[src/design/abcr_pkg.sv]
/*
  Package of the adapter buffer configuration register bank: register offsets,
  field positions, reset values and timing counts shared by both ends.
  Assumes a 125 MHz clock and byte-wide I/O register accesses.
*/
package abcr_pkg;
  localparam int unsigned ADDR_W = 12;
  localparam int unsigned DATA_W = 8;

  localparam logic [11:0] OFF_RX_START   = 12'h400;
  localparam logic [11:0] OFF_RX_STOP    = 12'h401;
  localparam logic [11:0] OFF_BURST      = 12'h402;
  localparam logic [11:0] OFF_IO_SNAP    = 12'h403;
  localparam logic [11:0] OFF_MEM_SNAP   = 12'h404;
  localparam logic [11:0] OFF_ARRAY_CFG  = 12'h405;

  // Field positions of array_configuration.
  localparam int unsigned CFG_LAN_MASK   = 7;
  localparam int unsigned CFG_TC_MASK    = 6;
  localparam int unsigned CFG_ZERO_WAIT  = 5;
  localparam int unsigned CFG_TEST       = 4;
  localparam int unsigned CFG_RAM_MAP    = 3;
  localparam int unsigned CFG_BANK_HI    = 2;

  localparam logic [7:0] BURST_MASK      = 8'h1f;
  localparam logic [7:0] MEM_SNAP_MASK   = 8'hf0;
  localparam logic [7:0] CFG_RESET       = 8'h00;
  localparam logic [7:0] PAGE_RESET      = 8'h00;

  // Recommended software values.
  localparam logic [7:0] REC_RX_START    = 8'h26;
  localparam logic [7:0] REC_RX_STOP     = 8'h40;
  localparam logic [7:0] REC_TX_PAGE     = 8'h20;
  localparam logic [7:0] REC_CFG         = 8'h01;
  localparam logic [7:0] REC_BURST       = 8'h08;
  localparam logic [7:0] DOUBLE_BUF_MIN  = 8'h0c;

  // Local packet memory window.
  localparam logic [15:0] LOCAL_MEM_LO   = 16'h2000;
  localparam logic [15:0] LOCAL_MEM_HI   = 16'h3fff;

  // Test mode counting rate: 10 Mb/s gives one tick per 100 ns.
  localparam int unsigned CLK_PERIOD_PS  = 8000;
  localparam int unsigned TEST_BIT_PS    = 100000;
  localparam int unsigned TEST_DIV       = TEST_BIT_PS / CLK_PERIOD_PS;
  localparam int unsigned NORM_DIV       = 1;
endpackage : abcr_pkg

[src/design/abcr_if.sv]
/*
  Interface joining the register bank to its host software engine.
  Holds the byte-wide I/O register port; the testbench drives the clock.
*/
`timescale 1ns/1ps
`default_nettype none
interface abcr_if (input wire logic ref_clk_i);
  logic        io_sel;
  logic        io_wr;
  logic [11:0] io_addr;
  logic [7:0]  io_wdata;
  logic [7:0]  io_rdata;
  logic        io_rvalid;
  logic        zero_wait;

  modport dev  (input io_sel, io_wr, io_addr, io_wdata, output io_rdata, io_rvalid, zero_wait);
  modport host (output io_sel, io_wr, io_addr, io_wdata, input io_rdata, io_rvalid, zero_wait);
endinterface : abcr_if
`default_nettype wire

[src/design/abcr_regs.sv]
/*
  Device end: configuration register bank with receive ring pages, DMA burst
  count, jumper snapshots and the configuration register with its side effects.
  Assumes synchronous inputs, one I/O access per selected cycle, and jumper
  levels stable from power-up. Jumper changes after the first clock out of
  reset are not seen until the next reset.
*/
`timescale 1ns/1ps
`default_nettype none
// Overview of operation
// (RULE_01) Receive start page register, read/write, offset 400h.
// (RULE_02) Software matches start page to LAN controller.
// (RULE_03) Recommended start page value is 26h.
// (RULE_04) Receive stop page register, read/write, offset 401h.
// (RULE_05) Software matches stop page to LAN controller.
// (RULE_06) Recommended stop page value is 40h.
// (RULE_07) Receive writes stay within start..stop pages.
// (RULE_08) Local packet memory spans 2000h to 3FFFh.
// (RULE_09) Recommended transmit page 20h, receive from 2600h.
// (RULE_10) Burst count register at 402h, bits 4..0.
// (RULE_11) Burst time stays within 15 us refresh.
// (RULE_12) Burst count loaded only in multiples of four.
// (RULE_13) Burst count 12 or more needs double buffer.
// (RULE_14) I/O base snapshot at 403h, read-only, latched.
// (RULE_15) Memory base snapshot at 404h, low nibble zero.
// (RULE_16) Configuration bit 7 blocks LAN controller interrupts.
// (RULE_17) Terminal count raises DMA interrupt unless bit 6.
// (RULE_18) Bit 5 asserts zero wait on register I/O.
// (RULE_19) Bit 4 test mode counts at 10 Mb/s.
// (RULE_20) Bit 3 maps packet buffer into host memory.
// (RULE_21) Bits 2..0 select 8K segment when mapped.
// (RULE_22) Bank bits drive adapter address A15..A13.
// (RULE_23) Snapshot writes ignored; unused burst bits read zero.
module abcr_regs
  import abcr_pkg::*;
#(
  parameter int unsigned TICK_PERIOD_PS  = TEST_BIT_PS,
  parameter int unsigned CLOCK_PERIOD_PS = CLK_PERIOD_PS
)
(
  input  wire logic        ref_clk_i,
  input  wire logic        rst_i,
  abcr_if.dev              bus,
  input  wire logic [7:0]  io_jumper_i,
  input  wire logic [3:0]  memory_jumper_i,
  input  wire logic        lan_irq_i,
  input  wire logic        dma_active_i,
  input  wire logic        terminal_count_i,
  input  wire logic        dma_irq_clear_i,
  input  wire logic        host_mem_sel_i,
  input  wire logic [12:0] host_mem_addr_i,
  input  wire logic        rx_store_i,
  input  wire logic [7:0]  rx_store_page_i,
  output logic             host_lan_irq_o,
  output logic             dma_irq_o,
  output logic             mem_window_hit_o,
  output logic [15:0]      local_addr_o,
  output logic             rx_store_ok_o,
  output logic             count_tick_o,
  output logic [7:0]       rx_start_page_o,
  output logic [7:0]       rx_stop_page_o,
  output logic [4:0]       burst_count_o
);
  import abcr_pkg::*;

  // Width of the accumulator behind the fractional test-mode rate.
  localparam int unsigned ACC_W = $clog2(TICK_PERIOD_PS + CLOCK_PERIOD_PS + 1);

  ////////////////////////////////////////////////////////////////////////////

  // One register holds the whole state of the bank.
  typedef struct packed {
    logic [7:0]  rx_start;
    logic [7:0]  rx_stop;
    logic [7:0]  burst;
    logic [7:0]  io_snap;
    logic [7:0]  mem_snap;
    logic        snap_taken;
    logic [7:0]  cfg;
    logic [7:0]  rdata;
    logic        rvalid;
    logic        zero_wait;
    logic        lan_irq;
    logic        dma_irq;
    logic        win_hit;
    logic [15:0] local_addr;
    logic        store_ok;
    logic [ACC_W-1:0] rate_acc;
    logic        tick;
  } abcr_state_t;

  abcr_state_t state_reg;
  abcr_state_t state_next;

  ////////////////////////////////////////////////////////////////////////////

  always_comb begin
    logic [ACC_W-1:0] acc_sum;
    state_next = state_reg;
    acc_sum    = state_reg.rate_acc + ACC_W'(CLOCK_PERIOD_PS);

    // Jumpers are caught once, on the first clock after reset release.
    if (!state_reg.snap_taken) begin
      state_next.io_snap    = io_jumper_i; // RULE_14
      state_next.mem_snap   = {memory_jumper_i, 4'h0} & MEM_SNAP_MASK; // RULE_15
      state_next.snap_taken = 1'b1;
    end

    // Answer strobes last for one cycle only.
    state_next.rvalid    = 1'b0;
    state_next.zero_wait = 1'b0;
    if (bus.io_sel) begin
      // Zero wait is offered only inside the gate array's own register page.
      if (bus.io_addr[11:4] == OFF_RX_START[11:4]) begin
        state_next.zero_wait = state_reg.cfg[CFG_ZERO_WAIT]; // RULE_18
      end
      if (bus.io_wr) begin
        // Snapshots and unknown offsets keep their contents on a write.
        case (bus.io_addr)
          OFF_RX_START:  state_next.rx_start = bus.io_wdata; // RULE_01
          OFF_RX_STOP:   state_next.rx_stop  = bus.io_wdata; // RULE_04
          OFF_BURST:     state_next.burst    = bus.io_wdata & BURST_MASK; // RULE_10 RULE_23
          OFF_ARRAY_CFG: state_next.cfg      = bus.io_wdata; // RULE_16 RULE_17 RULE_20 RULE_21
          OFF_IO_SNAP,
          OFF_MEM_SNAP:  state_next.rvalid   = 1'b0; // RULE_23
          default:       state_next.rvalid   = 1'b0;
        endcase
      end else begin
        // Read data is registered and stands for the one cycle of io_rvalid.
        state_next.rvalid = 1'b1;
        case (bus.io_addr)
          OFF_RX_START:  state_next.rdata = state_reg.rx_start;
          OFF_RX_STOP:   state_next.rdata = state_reg.rx_stop;
          OFF_BURST:     state_next.rdata = state_reg.burst & BURST_MASK; // RULE_23
          OFF_IO_SNAP:   state_next.rdata = state_reg.io_snap; // RULE_14
          OFF_MEM_SNAP:  state_next.rdata = state_reg.mem_snap & MEM_SNAP_MASK; // RULE_15
          OFF_ARRAY_CFG: state_next.rdata = state_reg.cfg;
          default:       state_next.rdata = 8'h00;
        endcase
      end
    end

    // The mask only gates the path to the host; the request is not stored.
    state_next.lan_irq = lan_irq_i & ~state_reg.cfg[CFG_LAN_MASK]; // RULE_16

    // Terminal count set wins over a clear in the same cycle.
    if (dma_irq_clear_i) begin
      state_next.dma_irq = 1'b0;
    end
    if (terminal_count_i && dma_active_i && !state_reg.cfg[CFG_TC_MASK]) begin
      state_next.dma_irq = 1'b1; // RULE_17
    end

    // Mapped window: bank bits form A15..A13 of the adapter address.
    state_next.win_hit    = host_mem_sel_i & state_reg.cfg[CFG_RAM_MAP]; // RULE_20 RULE_21
    state_next.local_addr = {state_reg.cfg[CFG_BANK_HI:0], host_mem_addr_i}; // RULE_22 RULE_08

    // A store is allowed only inside the ring and inside local packet memory.
    state_next.store_ok = rx_store_i
                          && (rx_store_page_i >= state_reg.rx_start)
                          && (rx_store_page_i < state_reg.rx_stop)
                          && (rx_store_page_i >= LOCAL_MEM_LO[15:8])
                          && (rx_store_page_i <= LOCAL_MEM_HI[15:8]); // RULE_07 RULE_08

    // Normal mode ticks every clock. Test mode adds the clock period to an
    // accumulator and ticks on each wrap, so the average tick period equals
    // the bit time even though it is not a whole number of clocks.
    state_next.tick = 1'b0;
    if (!state_reg.cfg[CFG_TEST]) begin
      state_next.rate_acc = '0;
      state_next.tick     = 1'b1;
    end else if (acc_sum >= ACC_W'(TICK_PERIOD_PS)) begin
      state_next.rate_acc = acc_sum - ACC_W'(TICK_PERIOD_PS);
      state_next.tick     = 1'b1; // RULE_19
    end else begin
      state_next.rate_acc = acc_sum;
    end
  end

  always_ff @(posedge ref_clk_i) begin
    if (rst_i) begin
      // Everything clears, so both interrupt masks come up passing.
      state_reg          <= '0;
      state_reg.rx_start <= PAGE_RESET;
      state_reg.rx_stop  <= PAGE_RESET;
      state_reg.cfg      <= CFG_RESET; // RULE_16 RULE_17
    end else begin
      state_reg <= state_next;
    end
  end

  ////////////////////////////////////////////////////////////////////////////

  // Every output comes straight from the state register.
  assign bus.io_rdata      = state_reg.rdata;
  assign bus.io_rvalid     = state_reg.rvalid;
  assign bus.zero_wait     = state_reg.zero_wait;
  assign host_lan_irq_o    = state_reg.lan_irq;
  assign dma_irq_o         = state_reg.dma_irq;
  assign mem_window_hit_o  = state_reg.win_hit;
  assign local_addr_o      = state_reg.local_addr;
  assign rx_store_ok_o     = state_reg.store_ok;
  assign count_tick_o      = state_reg.tick;
  assign rx_start_page_o   = state_reg.rx_start;
  assign rx_stop_page_o    = state_reg.rx_stop;
  assign burst_count_o     = state_reg.burst[4:0];
endmodule : abcr_regs
`default_nettype wire

[src/flat_wrapper.sv]
// flat-port wrapper written by rule: the top's interface ports become plain ports
module abcr_regs_flat import abcr_pkg::*;
#(
  parameter int unsigned TICK_PERIOD_PS  = TEST_BIT_PS,
  parameter int unsigned CLOCK_PERIOD_PS = CLK_PERIOD_PS
)
  (ref_clk_i, rst_i, io_jumper_i, memory_jumper_i, lan_irq_i, dma_active_i, terminal_count_i, dma_irq_clear_i, host_mem_sel_i, host_mem_addr_i, rx_store_i, rx_store_page_i, host_lan_irq_o, dma_irq_o, mem_window_hit_o, local_addr_o, rx_store_ok_o, count_tick_o, rx_start_page_o, rx_stop_page_o, burst_count_o, bus_io_sel, bus_io_wr, bus_io_addr, bus_io_wdata, bus_io_rdata, bus_io_rvalid, bus_zero_wait);
  abcr_if bus_i (.ref_clk_i(ref_clk_i));
  input  wire logic ref_clk_i;
  input  wire logic rst_i;
  input  wire logic [7:0] io_jumper_i;
  input  wire logic [3:0] memory_jumper_i;
  input  wire logic lan_irq_i;
  input  wire logic dma_active_i;
  input  wire logic terminal_count_i;
  input  wire logic dma_irq_clear_i;
  input  wire logic host_mem_sel_i;
  input  wire logic [12:0] host_mem_addr_i;
  input  wire logic rx_store_i;
  input  wire logic [7:0] rx_store_page_i;
  output logic host_lan_irq_o;
  output logic dma_irq_o;
  output logic mem_window_hit_o;
  output logic [15:0] local_addr_o;
  output logic rx_store_ok_o;
  output logic count_tick_o;
  output logic [7:0] rx_start_page_o;
  output logic [7:0] rx_stop_page_o;
  output logic [4:0] burst_count_o;
  input wire logic [$bits(bus_i.io_sel)-1:0] bus_io_sel;
  input wire logic [$bits(bus_i.io_wr)-1:0] bus_io_wr;
  input wire logic [$bits(bus_i.io_addr)-1:0] bus_io_addr;
  input wire logic [$bits(bus_i.io_wdata)-1:0] bus_io_wdata;
  output wire logic [$bits(bus_i.io_rdata)-1:0] bus_io_rdata;
  output wire logic [$bits(bus_i.io_rvalid)-1:0] bus_io_rvalid;
  output wire logic [$bits(bus_i.zero_wait)-1:0] bus_zero_wait;
  assign bus_i.io_sel = bus_io_sel;
  assign bus_i.io_wr = bus_io_wr;
  assign bus_i.io_addr = bus_io_addr;
  assign bus_i.io_wdata = bus_io_wdata;
  assign bus_io_rdata = bus_i.io_rdata;
  assign bus_io_rvalid = bus_i.io_rvalid;
  assign bus_zero_wait = bus_i.zero_wait;
  abcr_regs #(.TICK_PERIOD_PS(TICK_PERIOD_PS), .CLOCK_PERIOD_PS(CLOCK_PERIOD_PS)) u_core (.ref_clk_i(ref_clk_i), .rst_i(rst_i), .bus(bus_i), .io_jumper_i(io_jumper_i), .memory_jumper_i(memory_jumper_i), .lan_irq_i(lan_irq_i), .dma_active_i(dma_active_i), .terminal_count_i(terminal_count_i), .dma_irq_clear_i(dma_irq_clear_i), .host_mem_sel_i(host_mem_sel_i), .host_mem_addr_i(host_mem_addr_i), .rx_store_i(rx_store_i), .rx_store_page_i(rx_store_page_i), .host_lan_irq_o(host_lan_irq_o), .dma_irq_o(dma_irq_o), .mem_window_hit_o(mem_window_hit_o), .local_addr_o(local_addr_o), .rx_store_ok_o(rx_store_ok_o), .count_tick_o(count_tick_o), .rx_start_page_o(rx_start_page_o), .rx_stop_page_o(rx_stop_page_o), .burst_count_o(burst_count_o));
endmodule
[config.mk]
export PLATFORM = sky130hd
export DESIGN_NAME = abcr_regs_flat
export DESIGN_NICKNAME = d
export VERILOG_FILES = /design/src/design/abcr_pkg.sv /design/src/design/abcr_if.sv /design/src/design/abcr_regs.sv /design/src/flat_wrapper.sv
export SDC_FILE = /design/constraint.sdc
export NUM_CORES = 1
export LEC_CHECK = 0
export BUFFER_PORTS_ARGS = -buffer_cell sky130_fd_sc_hd__buf_4
export CAP_MARGIN = 20
export CORE_MARGIN = 3
export CORE_UTILIZATION = 50
export DETAILED_ROUTE_END_ITERATION = 10
export GPL_TIMING_DRIVEN = 0
export PLACE_DENSITY = 0.77
export SLEW_MARGIN = 20
export SYNTH_ARGS = -nofsm -noshare
export SYNTH_HDL_FRONTEND = slang
export SYNTH_SLANG_ARGS = --single-unit
[constraint.sdc]
create_clock -name ref_clk_i -period 3.4 [get_ports ref_clk_i]
set_input_delay 0.17 -clock ref_clk_i [delete_from_list [all_inputs] [get_ports ref_clk_i]]
set_output_delay 0.17 -clock ref_clk_i [all_outputs]
set_load 0.05 [all_outputs]
==> metrics <==
DR vias=between 3000 and 4000; std cell rows=33; # IOs=~120; delay-heaviest family, CP=compound AO/OA/AOI/OAI gates; fin worst setup slack=0.615 ns; TritonCTS Buffers=9; number of synthesized register bits=between 80 and 90; core footprint=8260 um2; Slew @ Worst Pin=0.736 ns; largest net degree at the start of global routing=16; post-cts resize count=0; ys flop type=dfxtp_1; number of port buffers=111; DR iter-0 viols=146; Worst Path Max Fanout=10; GRT busiest layer=met2; CP Launch Type=flip-flop; Diodes inserted=0; Max Cap Violations=0; Distinct cells, synth=56; Mapped Cells=474; dpl cell area=roughly 5200 um2; antenna violations before repair=0; Syn. warnings=0; Yosys top cell by area=dfxtp_1; antenna viol nets, final=0; Psw=496 uW; CP bufs+invs=1; Setup CP Type=flip-flop to flip-flop; Initial Utilization=about half; Setup Buffers After CTS=0; gr ovfl total=0; crit end category=flip-flop; ranking of synthesized cells by area=dfxtp_1 40%, mux2i_1 11%, buf_4 7.9%; cell count of the worst reg-to-reg path=8; fin crit share=81.9%; met1 Resource Use GR=26.5%; Combinational Power Share=11.2%; most frequent CP cell=o21ai_0; DRC Markers=0; Layout Skew=about 0.011 ns; maximum operating frequency=0.359 GHz; CTS Root Cell=clkbuf_8; hold depth=2; WHS=0.0206 ns; outcome=complete, no violations; P per Cell Area=354 nW/um2; clock sinks=85; worst path arrival time=between 3 and 4 ns; cell-internal power=1.43 mW; max reg flops=30; via-per-instance ratio=5.13; WL per Instance=14.7 um; global-route met2 utilization=between 30% and 40%; part of the power in registers=53.2%; first-pass GRT wire length=between 15000 and 20000 um; Setup WS pre-CTS=0.666 ns; Detailed Place HPWL=between 8000 and 9000 um; Avg Inst Size Synth=9.03 um2; worst path cell trace=ha_1, or4_1, o21ai_0, nand4_1, o21ai_2, buf_2, o21ai_0, a31oi_1; Post-Route WL=10400 um; Post-synth top cells=85 x dfxtp_1, 58 x nor2_1, 48 x mux2i_1; share of layout cells above drive strength 1=30.4%; ys async rst share=0%; switching power share of the total=25.8%; Area Growth Syn to Fin=27.0%; CTS Hold Buffers Added=0; die height=about 99 um; R2R Setup Slk=between 0.6 and 0.7 ns; Post-synth EDFFs=0; routability cong.=0.867; DRT Pass-1 Iters=5; CTS max path bufs=2; Reg clk slew, reported paths=0.09 ns; RSZ-0062 raised after global routing=no; final setup vio count=0; post-synthesis sequential area ratio=39.8%; post-synthesis cell area=between 4000 and 5000 um2; min-delay src=host_mem_addr_i[8]; top-area cell type share of the netlist area=39.8%; Hold Fails Final Rpt=0; most frequent cell after synthesis=dfxtp_1; Peak supply drop=0.198 mV; vias in the first global route=3536; fill count=706; total track usage=21.2%; Die Wd=98.5 um; met3 GRT Util=approximately 5%; Clk Latency, worst-skew pair=0.35 ns; hold endpoint=u_core.local_addr_o[8]; die area=9700 um2; max incr delay on CP=0.48 ns; min cycle time layout=2.79 ns; Tightest Hold Check Type=primary input to flip-flop; Fin Setup TNS=0 ns; Reg-to-Reg End=u_core.state_reg[11]; Leak=2.35 nW; CP max stage cell=or4_1; Worst slew margin=50.9%; CTS tree=done; Net count, final=679; Crit path required time=about 3.7 ns; clock share of power=35.6%; CTS H-tree lvls=3; Non-Filler Cell Area, Final=5440 um2; Mapped Nets=~560; Max Transition Viols Final=0; worst r2r src=u_core.state_reg[7]
-- worst max-delay path by stage --
stage | startpoint | cells after the start | end | slack (ns)
floorplan | u_core.state_reg[7] | 7 | u_core.state_reg[15] | 1.09
global placement | u_core.state_reg[7] | 8 | u_core.state_reg[11] | 0.75
detailed placement | bus_io_addr[5] | 7 | u_core.rx_start_page_o[2] | 0.67
CTS | u_core.state_reg[7] | 8 | u_core.state_reg[11] | 0.65
global route | u_core.state_reg[7] | 8 | u_core.state_reg[11] | 0.36
finish | u_core.state_reg[7] | 8 | u_core.state_reg[11] | 0.61
-- routing by layer --
metal	vias up	wire, um
met3	20	710
met1	1629	4580
met4	0	232
met5	-	0
met2	133	4880
li1	1838	-
-- cell families (layout without fill, tap and decap cells) --
kind of cell / count (synthesis) / count (layout) / synth area share [%]
flip-flops: 85 / 85 / 39.8
buffers and inverters: 80 / 207 / 11.0
XOR/XNOR: 11 / 11 / 2.25
AO/OA/AOI/OAI: 78 / 78 / 11.8
adder cells (fa/ha/maj): 20 / 20 / 5.85
multiplexers: 49 / 49 / 11.5
AND/OR/NAND/NOR: 151 / 151 / 17.9
-- through the flow --
stage / cells / power, mW / util (%)
2_1_floorplan: 474 / 1.17 / -
3_3_place_gp: 690 / 1.26 / 63.5
3_5_place_dp: 690 / 1.26 / 63.5
4_1_cts: 706 / 1.94 / 65.8
5_1_grt: 706 / 2.00 / 65.8
6_report: 706 / 1.92 / 65.8
-- cell usage in the layout (no fill, tap or decap), types with 3 or more instances in the layout --
master | synthesis | routed
nor4_1 | 3 | 3
clkbuf_1 | 11 | 11
nand3_1 | 3 | 3
nand2_1 | 31 | 31
and3_1 | 4 | 4
ha_1 | 20 | 20
o21a_1 | 3 | 3
nor2_1 | 58 | 58
nor3_1 | 4 | 4
buf_4 | 45 | 156
o31ai_1 | 6 | 6
a21oi_1 | 15 | 15
and2_1 | 4 | 4
or4_1 | 3 | 3
o22ai_1 | 4 | 4
mux2i_1 | 48 | 48
o21ai_0 | 25 | 25
clkbuf_8 | 0 | 11
inv_1 | 21 | 21
xnor2_1 | 7 | 7
xor2_1 | 4 | 4
dfxtp_1 | 85 | 85
nor2b_1 | 21 | 21
nand2b_1 | 4 | 4
a22oi_1 | 8 | 8
-- area by class of cell --
type	count	area (um2)	share of cell area (%)
Buffer	59	392	7.20
Clock buffer	11	151	2.78
Clock inverter	5	41.3	0.759
Inverter	21	78.8	1.45
Multi-Input combinational cell	309	2110	38.8
Sequential cell	85	1700	31.3
Tap cell	105	131	2.42
Timing Repair Buffer	111	833	15.3
-- power by group through the flow --
stage               Combinational (mW)  Clock [mW]  Sequential, mW
floorplan                        0.112           0            1.05
global placement                 0.211           0            1.05
detailed placement               0.216           0            1.05
CTS                              0.217       0.698            1.02
global route                     0.233       0.738            1.03
finish                           0.216       0.684            1.02
No activity file was read; power rests on OpenSTA's default activity.
